`config.mk`:
```
export PLATFORM = sky130hd
export DESIGN_NAME = timer_counter
export DESIGN_NICKNAME = d
export VERILOG_FILES = /design/src/shared/timer_pkg.sv /design/src/logic/timer_counter.sv
export SDC_FILE = /design/constraint.sdc
export NUM_CORES = 1
export LEC_CHECK = 0
export ABC_AREA = 1
export BUFFER_PORTS_ARGS = -buffer_cell sky130_fd_sc_hd__buf_2
export CAP_MARGIN = 10
export CORE_MARGIN = 10
export CORE_UTILIZATION = 40
export DETAILED_ROUTE_END_ITERATION = 12
export PLACE_DENSITY = 0.61
export SLEW_MARGIN = 20
export SYNTH_ARGS = -nofsm -noshare
export SYNTH_HDL_FRONTEND = slang
export SYNTH_SLANG_ARGS = --single-unit
```
`constraint.sdc`:
```
create_clock -name hclk -period 2.4 [get_ports hclk]
set_clock_uncertainty 0.2 [all_clocks]
set_input_delay 0.24 -clock hclk [delete_from_list [all_inputs] [get_ports hclk]]
set_output_delay 0.24 -clock hclk [all_outputs]
set_load 0.02 [all_outputs]
```
`src/shared/timer_pkg.sv`:
```
// ==========================================================================
// Constants and types for the sixteen-bit timer/counter.
// Assumes one clock (hclk, also the oscillator clock) and an AHB-Lite host.
// ==========================================================================
// Summary of operation
// - Prescaler divides count clock by 1/2/4/8.
// - Select 11/10/01 gives divide 8/4/2.
// - Source select 0 internal, 1 external.
// - Hidden prescaler cleared by every write that loads the counter.
// - Bypass counts external edges without phase alignment.
// - Asynchronous counting continues and wakes from sleep.
// - Mode switch may skip or add one.
// - Wide mode maps high address to buffer.
// - Wide low read copies high into buffer.
// - Wide high write buffers; low write loads both.
// - Wide mode clears prescaler on low writes only.
// - Oscillator runs while enabled, every power mode.
// - Clock select 01 enters secondary run.
// - Secondary run plus sleep enters secondary idle when the idle bit (7) is clear, else sleep.
// - Status bit set while oscillator clocks system.
// - Low-power bit selects oscillator power level.
// - Count 0000h to FFFFh, wrap sets flag.
// - Interrupt raised only when enable bit set.
// - Compare mode 1011 trigger resets counter.
// - Trigger ignored in asynchronous counter mode.
// - Counter write wins over coincident trigger.
// - Second compare trigger never sets flag.
package timer_pkg;

	// ======================================================================
	// Register byte offsets
	localparam logic [7:0] OFS_CONTROL    = 8'h00;
	localparam logic [7:0] OFS_COUNT_LOW  = 8'h04;
	localparam logic [7:0] OFS_COUNT_HIGH = 8'h08;
	localparam logic [7:0] OFS_FLAG       = 8'h0c;
	localparam logic [7:0] OFS_ENABLE     = 8'h10;
	localparam logic [7:0] OFS_OSC_CTRL   = 8'h14;
	localparam logic [7:0] OFS_CONFIG     = 8'h18;
	localparam logic [7:0] OFS_COMPARE    = 8'h1c;

	// ======================================================================
	// Control register field positions
	localparam int BIT_WIDE       = 7;
	localparam int BIT_SEC_ACTIVE = 6;
	localparam int BIT_PS_HI      = 5;
	localparam int BIT_PS_LO      = 4;
	localparam int BIT_OSC_EN     = 3;
	localparam int BIT_BYPASS     = 2;
	localparam int BIT_SRC_SEL    = 1;
	localparam int BIT_TIMER_ON   = 0;
	// Oscillator control fields
	localparam int BIT_IDLE_ON_SLEEP = 7;
	// Compare configuration fields: modes in [3:0],[7:4]; use-this-timer in 8,9
	localparam int BIT_CMP1_USE = 8;
	localparam int BIT_CMP2_USE = 9;

	// ======================================================================
	// Reset values and fixed codes
	localparam logic [7:0]  RST_CONTROL = 8'h00;
	localparam logic [15:0] RST_COUNT   = 16'h0000;
	localparam logic [1:0]  RST_SCS     = 2'h0;
	localparam logic [9:0]  RST_COMPARE = 10'h000;
	localparam logic [1:0]  SCS_SECONDARY = 2'h1;
	localparam logic [3:0]  TRIGGER_MODE  = 4'hb;
	localparam logic [15:0] COUNT_MAX     = 16'hffff;
	// Oscillator clocks per instruction cycle, minus one
	localparam logic [1:0]  CYC_LAST = 2'h3;

	typedef enum logic [1:0] {
		PWR_RUN      = 2'b00,
		PWR_SEC_RUN  = 2'b01,
		PWR_SEC_IDLE = 2'b10,
		PWR_SLEEP    = 2'b11
	} power_t;

endpackage

```
`src/logic/timer_counter.sv`:
```
// ==========================================================================
// Sixteen-bit timer/counter with prescaler, buffered 16-bit access,
// compare-trigger reset and secondary-oscillator power mode tracking.
// Assumes an AHB-Lite master on hclk; ext_clk_pin is asynchronous.
// ==========================================================================
//
// The implementer's own choices: the AHB-Lite interface to the registers and the address map.
`timescale 1ns/10ps

module timer_counter (
	input  wire logic        hclk,
	input  wire logic        hresetn,
	input  wire logic        hsel,
	input  wire logic [31:0] haddr,
	input  wire logic [1:0]  htrans,
	input  wire logic        hwrite,
	input  wire logic [2:0]  hsize,
	input  wire logic [31:0] hwdata,
	input  wire logic        hready,
	output logic      [31:0] hrdata,
	output logic             hreadyout,
	output logic             hresp,
	input  wire logic        ext_clk_pin,
	input  wire logic        cmp1_event,
	input  wire logic        cmp2_event,
	input  wire logic        sleep_exec,
	input  wire logic        wake_event,
	output logic             overflow_irq,
	output logic             osc_run,
	output logic             osc_low_power,
	output logic             secondary_clock_active,
	output logic             sec_idle_active,
	output logic             sleep_active
);
	import timer_pkg::*;

	// ======================================================================
	// State of the whole block
	typedef struct packed {
		// Bus data-phase tracking and registered read data
		logic        ph_active;
		logic        ph_ready;
		logic        ph_write;
		logic        ph_mapped;
		logic [7:0]  ph_addr;
		logic [31:0] rdata;
		// Control, counter, prescaler and instruction-cycle phase
		logic [7:0]  ctrl;
		logic [15:0] count;
		logic [7:0]  high_buf;
		logic [2:0]  presc;
		logic [1:0]  cyc;
		logic        sync1;
		logic        sync2;
		logic        sync3;
		logic        armed;
		logic        ext_pend;
		logic        flag;
		logic        irq_en;
		logic [1:0]  system_clock_select;
		logic        idle_on_sleep;
		logic        lp_cfg;
		logic [9:0]  cmp_cfg;
		power_t      pwr;
	} state_t;

	state_t state_reg;
	state_t state_next;

	// ======================================================================
	// Mask of prescaler bits that must be all ones to pass a tick
	function automatic logic [2:0] presc_mask(input logic [1:0] sel);
		logic [2:0] m;
		m = 3'h0;
		unique case (sel)
			2'b00: m = 3'h0;
			2'b01: m = 3'h1;
			2'b10: m = 3'h3;
			2'b11: m = 3'h7;
		endcase
		return m;
	endfunction

	// Compare unit asks for a timer reset
	function automatic logic cmp_fires(input logic ev, input logic use_t,
			input logic [3:0] mode);
		return ev & use_t & (mode == TRIGGER_MODE);
	endfunction

	// ======================================================================
	// Combinational next state
	always_comb begin
		logic        tick_src;
		logic        ext_rise;
		logic        instr_tick;
		logic        async_mode;
		logic        count_live;
		logic        presc_pass;
		logic        trig1;
		logic        trig2;
		logic        wr_count;
		logic        do_access;
		logic [7:0]  wbyte;
		logic        set_flag;
		logic        clr_flag;
		logic [31:0] rd;

		state_next = state_reg;
		wbyte      = hwdata[7:0];
		rd         = 32'h0000_0000;
		wr_count   = 1'b0;
		set_flag   = 1'b0;
		clr_flag   = 1'b0;
		tick_src   = 1'b0;
		ext_rise   = 1'b0;
		instr_tick = 1'b0;
		async_mode = 1'b0;
		count_live = 1'b0;
		presc_pass = 1'b0;
		trig1      = 1'b0;
		trig2      = 1'b0;
		do_access  = 1'b0;

		// Pin synchroniser; first stage feeds only the second
		state_next.sync1 = ext_clk_pin;
		state_next.sync2 = state_reg.sync1;
		state_next.sync3 = state_reg.sync2;

		// Instruction-cycle phase, oscillator divided by four
		state_next.cyc = state_reg.cyc + 2'h1;
		instr_tick     = (state_reg.cyc == CYC_LAST);

		// A falling level arms the counter before the next rising edge
		if (!state_reg.sync2) begin
			state_next.armed = 1'b1;
		end
		ext_rise = state_reg.sync2 & ~state_reg.sync3 & state_reg.armed;

		async_mode = state_reg.ctrl[BIT_SRC_SEL] & state_reg.ctrl[BIT_BYPASS];

		// Source edge selection; switching bypass may drop or add one edge
		if (!state_reg.ctrl[BIT_SRC_SEL]) begin
			tick_src = instr_tick;
			state_next.ext_pend = 1'b0;
		end else if (state_reg.ctrl[BIT_BYPASS]) begin
			tick_src = ext_rise;
			state_next.ext_pend = 1'b0;
		end else begin
			// Synchronised counter waits for the instruction-cycle boundary
			tick_src = state_reg.ext_pend & instr_tick;
			if (ext_rise) begin
				state_next.ext_pend = 1'b1;
			end else if (instr_tick) begin
				state_next.ext_pend = 1'b0;
			end
		end

		// Sleep stops the instruction clock but not the asynchronous counter
		count_live = state_reg.ctrl[BIT_TIMER_ON] &
			(async_mode | (state_reg.pwr != PWR_SLEEP));

		// Prescaler and counter advance
		presc_pass = 1'b0;
		if (count_live && tick_src) begin
			presc_pass = ((state_reg.presc & presc_mask(state_reg.ctrl[BIT_PS_HI:BIT_PS_LO]))
				== presc_mask(state_reg.ctrl[BIT_PS_HI:BIT_PS_LO]));
			state_next.presc = state_reg.presc + 3'h1;
		end
		if (presc_pass) begin
			state_next.count = state_reg.count + 16'h0001;
			if (state_reg.count == COUNT_MAX) begin
				set_flag = 1'b1;
			end
		end

		// Compare triggers reset the count, never in asynchronous mode
		trig1 = cmp_fires(cmp1_event, state_reg.cmp_cfg[BIT_CMP1_USE],
			state_reg.cmp_cfg[3:0]);
		trig2 = cmp_fires(cmp2_event, state_reg.cmp_cfg[BIT_CMP2_USE],
			state_reg.cmp_cfg[7:4]);
		if ((trig1 || trig2) && !async_mode) begin
			state_next.count = RST_COUNT;
			set_flag = 1'b0;
		end

		// ------------------------------------------------------------------
		// Bus data phase: first cycle does the access, second completes it
		do_access = state_reg.ph_active & ~state_reg.ph_ready;
		if (do_access) begin
			state_next.ph_ready = 1'b1;
			if (state_reg.ph_write && state_reg.ph_mapped) begin
				unique case (state_reg.ph_addr)
					OFS_CONTROL: begin
						state_next.ctrl = wbyte & ~(8'h01 << BIT_SEC_ACTIVE);
						if (wbyte[BIT_TIMER_ON] && !state_reg.ctrl[BIT_TIMER_ON]) begin
							state_next.armed = 1'b0;
						end
					end
					OFS_COUNT_LOW: begin
						wr_count = 1'b1;
						state_next.presc = 3'h0;
						if (state_reg.ctrl[BIT_WIDE]) begin
							state_next.count = {state_reg.high_buf, wbyte};
						end else begin
							state_next.count = {state_reg.count[15:8], wbyte};
						end
					end
					OFS_COUNT_HIGH: begin
						if (state_reg.ctrl[BIT_WIDE]) begin
							state_next.high_buf = wbyte;
						end else begin
							wr_count = 1'b1;
							state_next.presc = 3'h0;
							// Live low byte kept, so a coincident trigger is ignored
							state_next.count = {wbyte, state_reg.count[7:0]};
						end
					end
					OFS_FLAG: begin
						// Writing zero clears; writing one leaves the flag alone
						clr_flag = ~wbyte[0];
					end
					OFS_ENABLE: begin
						state_next.irq_en = wbyte[0];
					end
					OFS_OSC_CTRL: begin
						state_next.system_clock_select           = wbyte[1:0];
						state_next.idle_on_sleep = wbyte[BIT_IDLE_ON_SLEEP];
					end
					OFS_CONFIG: begin
						state_next.lp_cfg = wbyte[0];
					end
					OFS_COMPARE: begin
						state_next.cmp_cfg = hwdata[9:0];
					end
					default: begin
					end
				endcase
				// A counter write also re-arms the falling-edge check
				if (wr_count) begin
					state_next.armed = 1'b0;
				end
			end else if (state_reg.ph_mapped) begin
				unique case (state_reg.ph_addr)
					OFS_CONTROL: begin
						rd[7:0] = state_reg.ctrl;
						rd[BIT_SEC_ACTIVE] = (state_reg.pwr == PWR_SEC_RUN) ||
							(state_reg.pwr == PWR_SEC_IDLE);
					end
					OFS_COUNT_LOW: begin
						rd[7:0] = state_reg.count[7:0];
						if (state_reg.ctrl[BIT_WIDE]) begin
							state_next.high_buf = state_reg.count[15:8];
						end
					end
					OFS_COUNT_HIGH: begin
						rd[7:0] = state_reg.ctrl[BIT_WIDE] ? state_reg.high_buf
							: state_reg.count[15:8];
					end
					OFS_FLAG: begin
						rd[0] = state_reg.flag;
					end
					OFS_ENABLE: begin
						rd[0] = state_reg.irq_en;
					end
					OFS_OSC_CTRL: begin
						rd[1:0] = state_reg.system_clock_select;
						rd[BIT_IDLE_ON_SLEEP] = state_reg.idle_on_sleep;
					end
					OFS_CONFIG: begin
						rd[0] = state_reg.lp_cfg;
					end
					OFS_COMPARE: begin
						rd[9:0] = state_reg.cmp_cfg;
					end
					default: begin
					end
				endcase
			end
			// Read data holds across writes until the next read
			if (!state_reg.ph_write) begin
				state_next.rdata = rd;
			end
		end

		// Written value beats the trigger reset in the same cycle
		if (wr_count) begin
			set_flag = 1'b0;
		end

		// Overflow flag: hardware set wins over software clear
		if (set_flag) begin
			state_next.flag = 1'b1;
		end else if (clr_flag) begin
			state_next.flag = 1'b0;
		end

		// Address phase accepted when the bus is ready
		if (hready) begin
			if (hsel && htrans[1]) begin
				state_next.ph_active = 1'b1;
				state_next.ph_ready  = 1'b0;
				state_next.ph_write  = hwrite;
				// Unmapped words still complete with OKAY and read as zero
				state_next.ph_mapped = (haddr[31:8] == 24'h000000) && (haddr[1:0] == 2'b00);
				state_next.ph_addr   = haddr[7:0];
			end else if (state_reg.ph_ready) begin
				state_next.ph_active = 1'b0;
				state_next.ph_ready  = 1'b0;
			end
		end

		// ------------------------------------------------------------------
		// Power-mode tracking for the secondary oscillator
		unique case (state_reg.pwr)
			PWR_RUN: begin
				if (sleep_exec) begin
					state_next.pwr = PWR_SLEEP;
				end else if (state_reg.system_clock_select == SCS_SECONDARY) begin
					state_next.pwr = PWR_SEC_RUN;
				end
			end
			PWR_SEC_RUN: begin
				if (sleep_exec && !state_reg.idle_on_sleep) begin
					state_next.pwr = PWR_SEC_IDLE;
				end else if (sleep_exec) begin
					state_next.pwr = PWR_SLEEP;
				end else if (state_reg.system_clock_select != SCS_SECONDARY) begin
					state_next.pwr = PWR_RUN;
				end
			end
			PWR_SEC_IDLE: begin
				// Any wake source returns to secondary run
				if (wake_event || (state_reg.flag && state_reg.irq_en)) begin
					state_next.pwr = PWR_SEC_RUN;
				end
			end
			PWR_SLEEP: begin
				// Overflow interrupt wakes the processor from sleep
				if (wake_event || (state_reg.flag && state_reg.irq_en)) begin
					state_next.pwr = (state_reg.system_clock_select == SCS_SECONDARY) ? PWR_SEC_RUN
						: PWR_RUN;
				end
			end
		endcase
	end

	// ======================================================================
	// State register
	always_ff @(posedge hclk or negedge hresetn) begin
		if (!hresetn) begin
			// Clear everything, then load the named reset values
			state_reg               <= '0;
			state_reg.ctrl          <= RST_CONTROL;
			state_reg.count         <= RST_COUNT;
			state_reg.system_clock_select           <= RST_SCS;
			state_reg.cmp_cfg       <= RST_COMPARE;
			state_reg.pwr           <= PWR_RUN;
		end else begin
			state_reg <= state_next;
		end
	end

	// ======================================================================
	// Outputs
	assign hrdata        = state_reg.rdata;
	// Ready low only in the first data-phase cycle
	assign hreadyout     = ~state_reg.ph_active | state_reg.ph_ready;
	assign hresp         = 1'b0;
	// Oscillator runs on its enable alone, whatever the power mode
	assign osc_run       = state_reg.ctrl[BIT_OSC_EN];
	assign osc_low_power = state_reg.lp_cfg;
	assign overflow_irq  = state_reg.flag & state_reg.irq_en;
	assign secondary_clock_active = (state_reg.pwr == PWR_SEC_RUN) ||
		(state_reg.pwr == PWR_SEC_IDLE);
	assign sec_idle_active = (state_reg.pwr == PWR_SEC_IDLE);
	assign sleep_active    = (state_reg.pwr == PWR_SLEEP);

endmodule

```
# ---- Word-level counts from Yosys, hierarchy flattened
# Index checks and enable logic that the tools add are counted.
# W data, S select, Z words.
dict set report classes {
  n_addsub 3
  eq_ne 31
  muxes 69
  bitwise_logic 19
  reduce_logical 33
}
# operator n
set op_table {}
lappend op_table {{$mux W16} 5}
lappend op_table {{$mux W8} 7}
lappend op_table {{$eq A8 B5 Y1 const B} 4}
lappend op_table {{$pmux W16 S2} 1}
lappend op_table {{$mux W10} 3}
lappend op_table {{$mux W1} 29}
lappend op_table {{$mux W27} 1}
lappend op_table {{$logic_not A24 Y1} 1}
lappend op_table {{$mux W2} 10}
lappend op_table {{$pmux W5 S4} 1}
lappend op_table {{$add A16 B1 Y16 const B} 1}
lappend op_table {{$eq A16 B16 Y1 const B} 1}
lappend op_table {{$eq A8 B4 Y1 const B} 2}
lappend op_table {{$reduce_and A3 Y1} 5}
lappend op_table {{$mux W3} 4}
lappend op_table {{$ne A4 B4 Y1 const B} 3}
lappend op_table {{$pmux W3 S4} 1}
lappend op_table {{$and A1 B1 Y1} 11}
lappend op_table {{$mux W11} 1}
lappend op_table {{$eq A2 B2 Y1 const B} 5}
lappend op_table {{$pmux W1 S5} 2}
lappend op_table {{$eq A4 B4 Y1 const B} 2}
lappend op_table {{$eq A8 B3 Y1 const B} 1}
lappend op_table {{$logic_and A1 B1 Y1} 8}
lappend op_table {{23 further kinds} 46}
dict set report word_totals {
  reg_bits 81
  out_inout_bits 40
}

# ---- Longest topological paths before layout
# Gate-level depths: netlist of the first run.
dict set report logic_depth {
  ltp_word 16
  depth_mapped 12
  ltp_nobuf 12
}

# ---- Worst setup path after synthesis of the first run
# OpenSTA, ideal clock, no wires.
dict set report synth_path {
  path_type {register to register}
  start {reg state_reg[0] (netlist name)}
  end {reg state_reg[42] (netlist name)}
  setup_ns 0.124
  arrival_ns 1.523
  slack_ns 0.552
  stages_incl_launch_ff 11
  synth_period_minus_slack_ns 1.848
  path_cell_list {dfrtp_1 ha_1 nand2_1 inv_1 nor2_1 nand3_2 inv_2 buf_6 nand3_1 nand3_1 nand3_1}
}
dict set report synth_between {
  elab_chain_cells 11
}
# element line
set synth_rtl {}
lappend synth_rtl {{start, declared} timer_counter.sv:67} ;# state_t state_reg;
lappend synth_rtl {{start signal, assigned} timer_counter.sv:359} ;# state_reg <= state_next;
lappend synth_rtl {{$ne A2 B2 Y1 *} timer_counter.sv:160} ;# (async_mode | (state_reg.pwr != PWR_SLEEP));
lappend synth_rtl {{$or A1 B1 Y1 *} timer_counter.sv:160}
lappend synth_rtl {{$and A1 B1 Y1 *} timer_counter.sv:159} ;# count_live = state_reg.ctrl[BIT_TIMER_ON] &
lappend synth_rtl {{$logic_and A1 B1 Y1 *} timer_counter.sv:164} ;# if (count_live && tick_src) begin
lappend synth_rtl {{$mux W1 *} timer_counter.sv:164}
lappend synth_rtl {{$mux W16 *} timer_counter.sv:169} ;# if (presc_pass) begin
lappend synth_rtl {{$mux W16 *} timer_counter.sv:181} ;# if ((trig1 || trig2) && !async_mode) begin
lappend synth_rtl {{$mux W16} timer_counter.sv:209} ;# if (state_reg.ctrl[BIT_WIDE]) begin
lappend synth_rtl {{$pmux W16 S2} timer_counter.sv:192} ;# unique case (state_reg.ph_addr)
lappend synth_rtl {{$mux W16} timer_counter.sv:191} ;# if (state_reg.ph_write && state_reg.ph_mapped) begin
lappend synth_rtl {{$mux W27 *} timer_counter.sv:189} ;# if (do_access) begin
# Mark *: on every way between the ends. The rest lies on a longest branch, timed or not. The select of a mux whose other input is x is not followed.
# A chain may end at the register's enable or synchronous reset.

# ---- Worst setup path in the final report of the first run
dict set report layout_path {
  start {in haddr[12]}
  end {reg state_reg[100] (netlist name)}
}
dict set report layout_between {
  elab_chain_cells 2
}
# element line
set layout_rtl {}
lappend layout_rtl {{start, declared} timer_counter.sv:14} ;# input wire logic [31:0] haddr,
lappend layout_rtl {{$logic_not A24 Y1} timer_counter.sv:304} ;# state_next.ph_mapped = (haddr[31:8] == 24'h000000) && (haddr[1:0] == 2'b00);
lappend layout_rtl {{$logic_and A1 B1 Y1} timer_counter.sv:304}
# No other way between the ends.

==> impl_metrics.yaml, run 1 <==
layout:
  fill_cells: 1348
  n_antenna_cell: 0
  area_delta_synth_final_pct: 17.2
  instances_no_fill: 983
  largest_register_ffs: 67
  nets: 895
  final_core_util_pct: 47.8
  multi_input_area_mm2: 0.00257
  drive_above_1_share_pct: 15.9
  regArea_mm2: 0.00203
timing:
  final.setup.tns_ps: 0
  hold_violations: 0
  worstMarginPinSlew_ps: 603
  finalCritPeriodShare_pct: 94.1
  rsz0062_at_grt: "false"
  setup_viol: 0
  finalCriticalPeriod_ps: 2260
  max_freq_mhz: 443
  maxSlewHeadroom_pct: 59.5
  whs_ps: 14.4
  drv_slew: 0
floorplan:
  core_area_mm2: 0.0126
  io_pins: 119
  initial_core_util_pct: 40.8
  die_w_um: 133
  design.die.area_mm2: 0.0178
  fp.dieH_um: 133
  num_rows: 41
synth:
  ys_top_cells_by_area: "dfrtp_1 39%, nand2_1 15%, o21ai_0 6.2%, nor2_1 5.0%, inv_1 4.9%"
  yosys_warnings: 0
  ys_seq_area_share_pct: 39.4
  synth_top_area_share_pct: 39.4
  synth_most_common_cell: "nand2_1"
  synth.avg_cell_area_um2: 7.15
  yosysTopAreaCell: "dfrtp_1"
  synthTopCellsByCount: "210 x nand2_1, 81 x dfrtp_1, 69 x nor2_1"
  synth_top_flop_cell: "dfrtp_1"
  synth.ff_latch_count: 81
  synth.distinct_cells: 44
  syn_area_mm2: 0.00514
  async_flop_share_pct: 100
  syn_inst: 719
  synth_edf_count: 0
clock_tree:
  clock_path_buffers: 2
  cts_tree: "built"
  cts_buffers: 9
  clkLatencyLatePin_ps: 350
  cts_root_buf: "clkbuf_16"
  postCtsSetupBuffers: 0
  cts_sinks: 81
  htreeDepth: 3
  clk_pin_slew_worst_paths_ps: 60
critical_path:
  worstSetupStartpoint: "haddr[12]"
  end_kind: "flip-flop"
  rrSetupSlack_ps: 180
  cp.arrival_ps: 2330
  cp-start-kind: "primary input"
  crit_path_end: "state_reg[100]$_DFFE_PN0P_"
  path_class: "in -> reg"
  cp_max_fo: 1
  timing.rr.start: "state_reg[37]$_DFFE_PN0P_"
  reg2regPathDepth: 10
  rr_endpoint: "state_reg[50]$_DFFE_PN0P_"
  cp_data_required_time_ps: 2470
route:
  vias: 5075
  drtAntennaViolNets: 0
  wire_per_inst_um: 15.7
  first_pass_iters: 6
  drcViolationCount: 0
  wl_um: 15400
  drtIter0Drc: 448
  viasPerCell: 5.16
global_routing:
  grt_usage_pct: 17.5
  grt_pass1_wl_um: 25300
  grt_max_degree: 49
  grt_antenna_before_repair: 0
  grt-ovfl-total: 0
  grt_pass1_vias: 5015
placement:
  dpl.hpwl_um: 11800
  placedCellCount: 947
  gp_congestion: 0.987
  portBuffers: 69
power:
  p_leak_nw: 3.08
  powerDensity_mw_per_mm2: 690
  ir_drop_mv: 0.331
  p_int_w: 0.00261
  p_comb_share_pct: 30.0
  switchingPower_w: 0.00154
  clkPwrFrac_pct: 29.5
  swShare_pct: 37.2
  power.share.sequential_pct: 40.5
  power_w: 0.00416
min_path:
  timing.hold.worst_path_depth: 3
  hp-class: "in -> reg"
  worstHoldStart: "hwdata[8]"
run_status:
  status: "finished clean"
flow_run:
  cap_violations: 0
cells in the final DEF (no fill, tap or decap), types with 3 or more instances in the layout:
| master | n |
|---|---|
| nand4_1 | 11 |
| clkbuf_16 | 9 |
| buf_4 | 12 |
| nand3_1 | 45 |
| conb_1 | 23 |
| a21oi_1 | 29 |
| nor2_2 | 3 |
| inv_1 | 67 |
| nor2_4 | 5 |
| buf_2 | 68 |
| inv_2 | 9 |
| nand2_1 | 210 |
| dfrtp_1 | 81 |
| nor4_1 | 5 |
| nand2_2 | 7 |
| o22ai_1 | 5 |
| dlygate4sd3_1 | 22 |
| xor2_1 | 7 |
| ha_1 | 8 |
| o21ai_1 | 9 |
| nor2_1 | 69 |
| o21ai_0 | 63 |
| nor3_1 | 11 |
routing by layer:
layer | vias to the layer above | track usage, % | wire length, µm
met3 | 23 | 4.85 | 1400
li1 | 2454 | - | -
met4 | 0 | 5.38 | 247
met2 | 242 | 28.3 | 7090
met1 | 2356 | 22.1 | 6690
met5 | - | 0 | 0
cell families after synthesis:
family	synth area share [%]
AO/OA/AOI/OAI	13.3
XOR/XNOR	1.19
adder cells (fa/ha/maj)	1.95
buffers and inverters	12.3
flip-flops	39.4
other	0.0729
AND/OR/NAND/NOR	31.8
worst max-delay path: stages:
cell and delay, ps:
dlygate4sd3_1 530, buf_2 120, nor4_1 140, dlygate4sd3_1 580, nand4_1 60, dlygate4sd3_1 560
o21ai_1 110
power groups by stage:
stage	sequential, W	combinational (W)	clock (W)
finish	0.00168	0.00125	0.00123
CTS	0.00168	0.00123	0.00126
global route	0.00171	0.00138	0.00131
global placement	0.00169	0.00116	0
detailed placement	0.00170	0.00120	0
floorplan	0.00167	0.000849	0
cell type report:
type,count,area share [%]
sequential,81,33.6
inverter,78,4.88
clock buffer,11,3.86
tap,172,3.57
timing repair buffer,103,11.1
multi-input combinational,535,42.6
clock inverter,3,0.332
worst min-delay path by stage:
stage,end,slack [ps]
floorplan,hrdata[0]$_DFFE_PN0P_,-260
global placement,state_reg[1]$_DFFE_PN0P_,20
detailed placement,state_reg[1]$_DFFE_PN0P_,30
CTS,state_reg[10]$_DFFE_PN0P_,8
global route,state_reg[38]$_DFFE_PN0P_,30
finish,state_reg[10]$_DFFE_PN0P_,10
timing repair:
item / 4_1_cts / 5_1_grt
endpoints found under the setup margin: 0 / 1
resized for setup: 0 / 1
hold buffers: 23 / 0
hold endpoints to repair: 52 / 0
metrics by stage:
step	setup slack, ps	area (µm²)
3_3_place_gp	334	5550
6_report	141	6030
5_1_grt	22.3	6030
3_5_place_dp	304	5550
4_1_cts	82.0	6040
2_1_floorplan	552	5230
(Power assumes the default switching activity.)
==> run 2: changes to the inputs <==
--- a/config.mk
+++ b/config.mk
@@ -9,9 +9,11 @@
 export BUFFER_PORTS_ARGS = -buffer_cell sky130_fd_sc_hd__buf_2
 export CAP_MARGIN = 10
 export CORE_MARGIN = 10
-export CORE_UTILIZATION = 40
+export CORE_UTILIZATION = 55
+export CTS_BUF_LIST = sky130_fd_sc_hd__clkbuf_4 sky130_fd_sc_hd__clkbuf_8 sky130_fd_sc_hd__clkbuf_16
 export DETAILED_ROUTE_END_ITERATION = 12
-export PLACE_DENSITY = 0.61
+export HOLD_SLACK_MARGIN = 0.05
+export PLACE_DENSITY = 0.8
 export SLEW_MARGIN = 20
 export SYNTH_ARGS = -nofsm -noshare
 export SYNTH_HDL_FRONTEND = slang
==> impl_metrics.yaml, run 2 (synthesized netlist as in run 1, its figures left out) <==
clock_tree:
  cts_root_buf: "clkbuf_8"
  clkLatencyLatePin_ps: 370
  htreeDepth: 3
  cts_buffers: 9
  clk_pin_slew_worst_paths_ps: 90
  postCtsSetupBuffers: 0
  clock_path_buffers: 2
  cts_sinks: 81
  cts_tree: "built"
global_routing:
  use_met3_pct: 4.01
  grt_pass1_wl_um: 25000
  grt_antenna_before_repair: 1
  use_met1_pct: 29.4
  top_usage_layer: "met2"
  grtUsageMet2_pct: 38.6
  grt_pass1_vias: 5033
  grt-ovfl-total: 0
  grt_usage_pct: 23.1
  grt_max_degree: 55
placement:
  dpl.hpwl_um: 11400
  gp_congestion: 1.01
  portBuffers: 69
layout:
  layout_commonest_cell: "nand2_1"
  final_cell_mix: "210 x nand2_1, 81 x dfrtp_1, 69 x nor2_1"
  drive_above_1_share_pct: 16.1
  area_delta_synth_final_pct: 15.1
  largest_register_ffs: 67
  nets: 896
  fill_cells: 808
critical_path:
  path_class: "reg -> reg"
  cp.arrival_ps: 2220
  cp_max_fo: 20
  cp_data_required_time_ps: 2430
  cp-start-kind: "flip-flop"
  end_kind: "flip-flop"
timing:
  maxSlewHeadroom_pct: 55.8
  rsz0062_at_grt: "false"
  hold_violations: 0
  whs_ps: 58.8
  final.setup.tns_ps: 0
  worstMarginPinSlew_ps: 662
  finalCriticalPeriod_ps: 2190
  finalCritPeriodShare_pct: 91.2
  drv_slew: 0
  setup_viol: 0
  max_freq_mhz: 457
power:
  p_leak_nw: 3.05
  swShare_pct: 39.2
  powerDensity_mw_per_mm2: 665
  p_int_w: 0.00240
  switchingPower_w: 0.00154
  clkPwrFrac_pct: 25.7
  p_comb_share_pct: 31.4
  ir_drop_mv: 0.314
  power.share.sequential_pct: 42.8
route:
  viasPerCell: 5.66
  wl_um: 15400
  wire_per_inst_um: 16.6
  first_pass_iters: 6
  drtIter0Drc: 691
  vias: 5234
  drcViolationCount: 0
  drtAntennaViolNets: 0
min_path:
  hp-class: "in -> reg"
floorplan:
  io_pins: 119
  num_rows: 35
  die_w_um: 117
  fp.dieH_um: 117
  initial_core_util_pct: 56.2
  core_area_mm2: 0.00915
  design.die.area_mm2: 0.0136
flow_run:
  cap_violations: 0
run_status:
  status: "finished clean"
run 2: worst paths after layout:
kind	startpoint	endpoint	slack (ps)	depth (start not counted)
max	state_reg[92]$_DFFE_PN0P_	state_reg[6]$_DFFE_PN0P_	210	6
min	htrans[1]	state_reg[103]$_DFFE_PN0P_	60	3
max reg2reg	state_reg[92]$_DFFE_PN0P_	state_reg[6]$_DFFE_PN0P_	210	6
min reg2reg	state_next[21]$_DFF_PN0_	state_next[20]$_DFF_PN0_	160	0
max in group asynchronous	hresetn	state_reg[39]$_DFFE_PN0P_	1250	3
min in group asynchronous	hresetn	state_reg[0]$_DFFE_PN0P_	130	2
run 2: critical path: stages, from the launching register on:
cell	delay [ps]
dfrtp_1	410
nor2_1	190
nand3_1	160
nor2_2	370
nand2_1	450
nand2_1	170
o21ai_0	90
run 2: layer usage:
layer	vias up	share of wire (%)
li1	2452	-
met2	313	46
met3	46	8.7
met5	-	0
met4	0	2.9
met1	2423	42
run 2: area by class of cell:
type | instances | area [µm²] | area share [%]
multi-input cells | 535 | 2580 | 43.6
flip-flops and latches | 81 | 2030 | 34.2
repair buffers | 104 | 688 | 11.6
inverters | 78 | 294 | 4.97
well taps | 111 | 139 | 2.35
clock buffers | 9 | 124 | 2.09
clock inverters | 6 | 67.6 | 1.14
diodes | 1 | 2.50 | 0.0423
run 2: stage by stage:
stage | setup slack, ps | std cells | total power [W] | cell area [µm²] | utilization (%)
6_report | 212 | 925 | 0.00394 | 5920 | 64.7
3_5_place_dp | 256 | 883 | 0.00289 | 5460 | 59.6
2_1_floorplan | 552 | 741 | 0.00252 | 5230 | -
5_1_grt | 5.85 | 925 | 0.00416 | 5920 | 64.7
4_1_cts | 59.6 | 926 | 0.00392 | 5930 | 64.8
3_3_place_gp | 322 | 883 | 0.00283 | 5460 | 59.6
run 2: repair_timing:
| action | 4_1_cts | 5_1_grt |
|---|---|---|
| resized for setup | 0 | 3 |
| hold buffers | 28 | 0 |
| endpoints found under the hold margin | 110 | 0 |
| setup endpoints to repair | 0 | 1 |
run 2: power groups by stage:
stage	clock, W	sequential [W]	combinational, W
2_1_floorplan	0	0.00167	0.000849
3_3_place_gp	0	0.00169	0.00114
3_5_place_dp	0	0.00171	0.00119
4_1_cts	0.00102	0.00168	0.00122
5_1_grt	0.00108	0.00170	0.00138
6_report	0.00101	0.00169	0.00124
==> run 3: changes to the inputs <==
--- a/config.mk
+++ b/config.mk
@@ -8,7 +8,7 @@
 export ABC_AREA = 1
 export BUFFER_PORTS_ARGS = -buffer_cell sky130_fd_sc_hd__buf_2
 export CAP_MARGIN = 10
-export CORE_MARGIN = 10
+export CORE_MARGIN = 4
 export CORE_UTILIZATION = 55
 export CTS_BUF_LIST = sky130_fd_sc_hd__clkbuf_4 sky130_fd_sc_hd__clkbuf_8 sky130_fd_sc_hd__clkbuf_16
 export DETAILED_ROUTE_END_ITERATION = 12
@@ -18,3 +18,4 @@
 export SYNTH_ARGS = -nofsm -noshare
 export SYNTH_HDL_FRONTEND = slang
 export SYNTH_SLANG_ARGS = --single-unit
+export TNS_END_PERCENT = 10
==> impl_metrics.yaml, run 3 (synthesized netlist as in run 1, its figures left out) <==
floorplan:
  die_w_um: 105
  initial_core_util_pct: 56.2
  io_pins: 119
  num_rows: 35
  core_area_mm2: 0.00915
  fp.dieH_um: 105
  design.die.area_mm2: 0.0110
clock_tree:
  cts_sinks: 81
  postCtsSetupBuffers: 0
  clk_pin_slew_worst_paths_ps: 80
  htreeDepth: 3
  cts_root_buf: "clkbuf_8"
  clkLatencyLatePin_ps: 370
  cts_tree: "built"
  cts_buffers: 9
  clock_path_buffers: 2
layout:
  fill_cells: 798
  instances_no_fill: 931
  regArea_mm2: 0.00203
  drive_above_1_share_pct: 16.2
  multi_input_area_mm2: 0.00257
  final_core_util_pct: 65.6
  largest_register_ffs: 67
  area_delta_synth_final_pct: 16.7
  nets: 902
  n_antenna_cell: 0
  final_cell_mix: "210 x nand2_1, 81 x dfrtp_1, 69 x nor2_1"
  layout_commonest_cell: "nand2_1"
route:
  drtIter0Drc: 482
  viasPerCell: 5.59
  first_pass_iters: 6
  wire_per_inst_um: 15.9
  vias: 5203
  drcViolationCount: 0
  drtAntennaViolNets: 0
  wl_um: 14800
timing:
  setup_viol: 0
  max_freq_mhz: 435
  finalCriticalPeriod_ps: 2300
  whs_ps: -0.290
  setup_ws_ps: 101
  rsz0062_at_grt: "false"
  finalCritPeriodShare_pct: 95.8
  maxSlewHeadroom_pct: 61.6
  drv_slew: 0
  worstMarginPinSlew_ps: 575
  hold_violations: 1
  final.setup.tns_ps: 0
min_path:
  hp-class: "in -> reg"
power:
  p_leak_nw: 3.11
  ir_drop_mv: 0.440
  powerDensity_mw_per_mm2: 684
critical_path:
  critPathBufInv: 4
  cp_data_required_time_ps: 2480
  cpMostUsedCell: "dlygate4sd3_1"
  critPathSlowestCell: "dlygate4sd3_1"
  max_stage_delay_ps: 580
  cp.arrival_ps: 2380
  path_delay_family: "buffers and inverters"
  cp_max_fo: 1
  cp-start-kind: "primary input"
  path_class: "in -> reg"
  end_kind: "flip-flop"
  worstPathCellList: "dlygate4sd3_1 -> buf_2 -> nor4_1 -> dlygate4sd3_1 -> nand4_1 -> dlygate4sd3_1 -> o21ai_1"
run_status:
  status: "finished with violations"
  violations: "negative hold slack"
placement:
  gp_congestion: 0.972
  portBuffers: 69
  dpl.hpwl_um: 11000
  dp_slack_ps: 297
  placedCellCount: 886
global_routing:
  grt-ovfl-total: 0
  grt_pass1_wl_um: 24400
  grt_usage_pct: 27.5
  grt_antenna_before_repair: 0
  grt_max_degree: 40
  grt_pass1_vias: 5073
flow_run:
  cap_violations: 0
## run 3: layout make-up
| type | count | share of cell area, % |
|---|---|---|
| Sequential cell | 81 | 33.8 |
| Multi-Input combinational cell | 535 | 42.8 |
| Clock buffer | 9 | 2.06 |
| Timing Repair Buffer | 110 | 12.3 |
| Tap cell | 111 | 2.31 |
| Clock inverter | 7 | 1.83 |
| Inverter | 78 | 4.90 |
## run 3: through the flow
stage / total power (W) / cell area, µm²
6_report: 0.00411 / 6000
5_1_grt: 0.00435 / 6000
4_1_cts: 0.00410 / 5990
3_5_place_dp: 0.00290 / 5480
3_3_place_gp: 0.00285 / 5480
2_1_floorplan: 0.00252 / 5230
## run 3: path summary, 6_finish.rpt
path	from	endpoint	slack, ps	cells past startpoint
max	haddr[12]	state_reg[100]$_DFFE_PN0P_	100	7
min	haddr[22]	state_reg[100]$_DFFE_PN0P_	-0.3	4
max reg2reg	state_reg[93]$_DFFE_PN0P_	state_reg[47]$_DFFE_PN0P_	180	7
min reg2reg	state_next[21]$_DFF_PN0_	state_next[20]$_DFF_PN0_	170	0
max in group asynchronous	hresetn	state_reg[49]$_DFFE_PN0P_	1230	3
min in group asynchronous	hresetn	state_reg[17]$_DFFE_PN0P_	190	2
## run 3: worst reg2reg max path, cell delays in order (launching register included)
cell     delay, ps
dfrtp_1        390
nor2_1         220
nand3_1        160
nor2_4         250
nand2_2        240
o21ai_0        390
a21oi_1        120
a21oi_1        170
## run 3: metal layers
layer / track usage (%) / up-vias / part of all wire (%)
met2: 47.3 / 267 / 48
li1: - / 2457 / -
met3: 6.24 / 36 / 8.1
met1: 34.7 / 2443 / 41
met4: 7.78 / 0 / 2.7
met5: 0 / - / 0
## run 3: power breakdown
group	total (W)	switching (W)	internal [W]
Clock	0.00118	0.000574	0.000606
Combinational	0.00124	0.000830	0.000412
Sequential	0.00169	0.000170	0.00152
Total	0.00411	0.00157	0.00253
## run 3: what timing repair did
action | CTS | global route
resized for setup | 0 | 1
hold endpoints to repair | 78 | 1
hold buffers | 28 | 2
endpoints found under the setup margin | 0 | 1
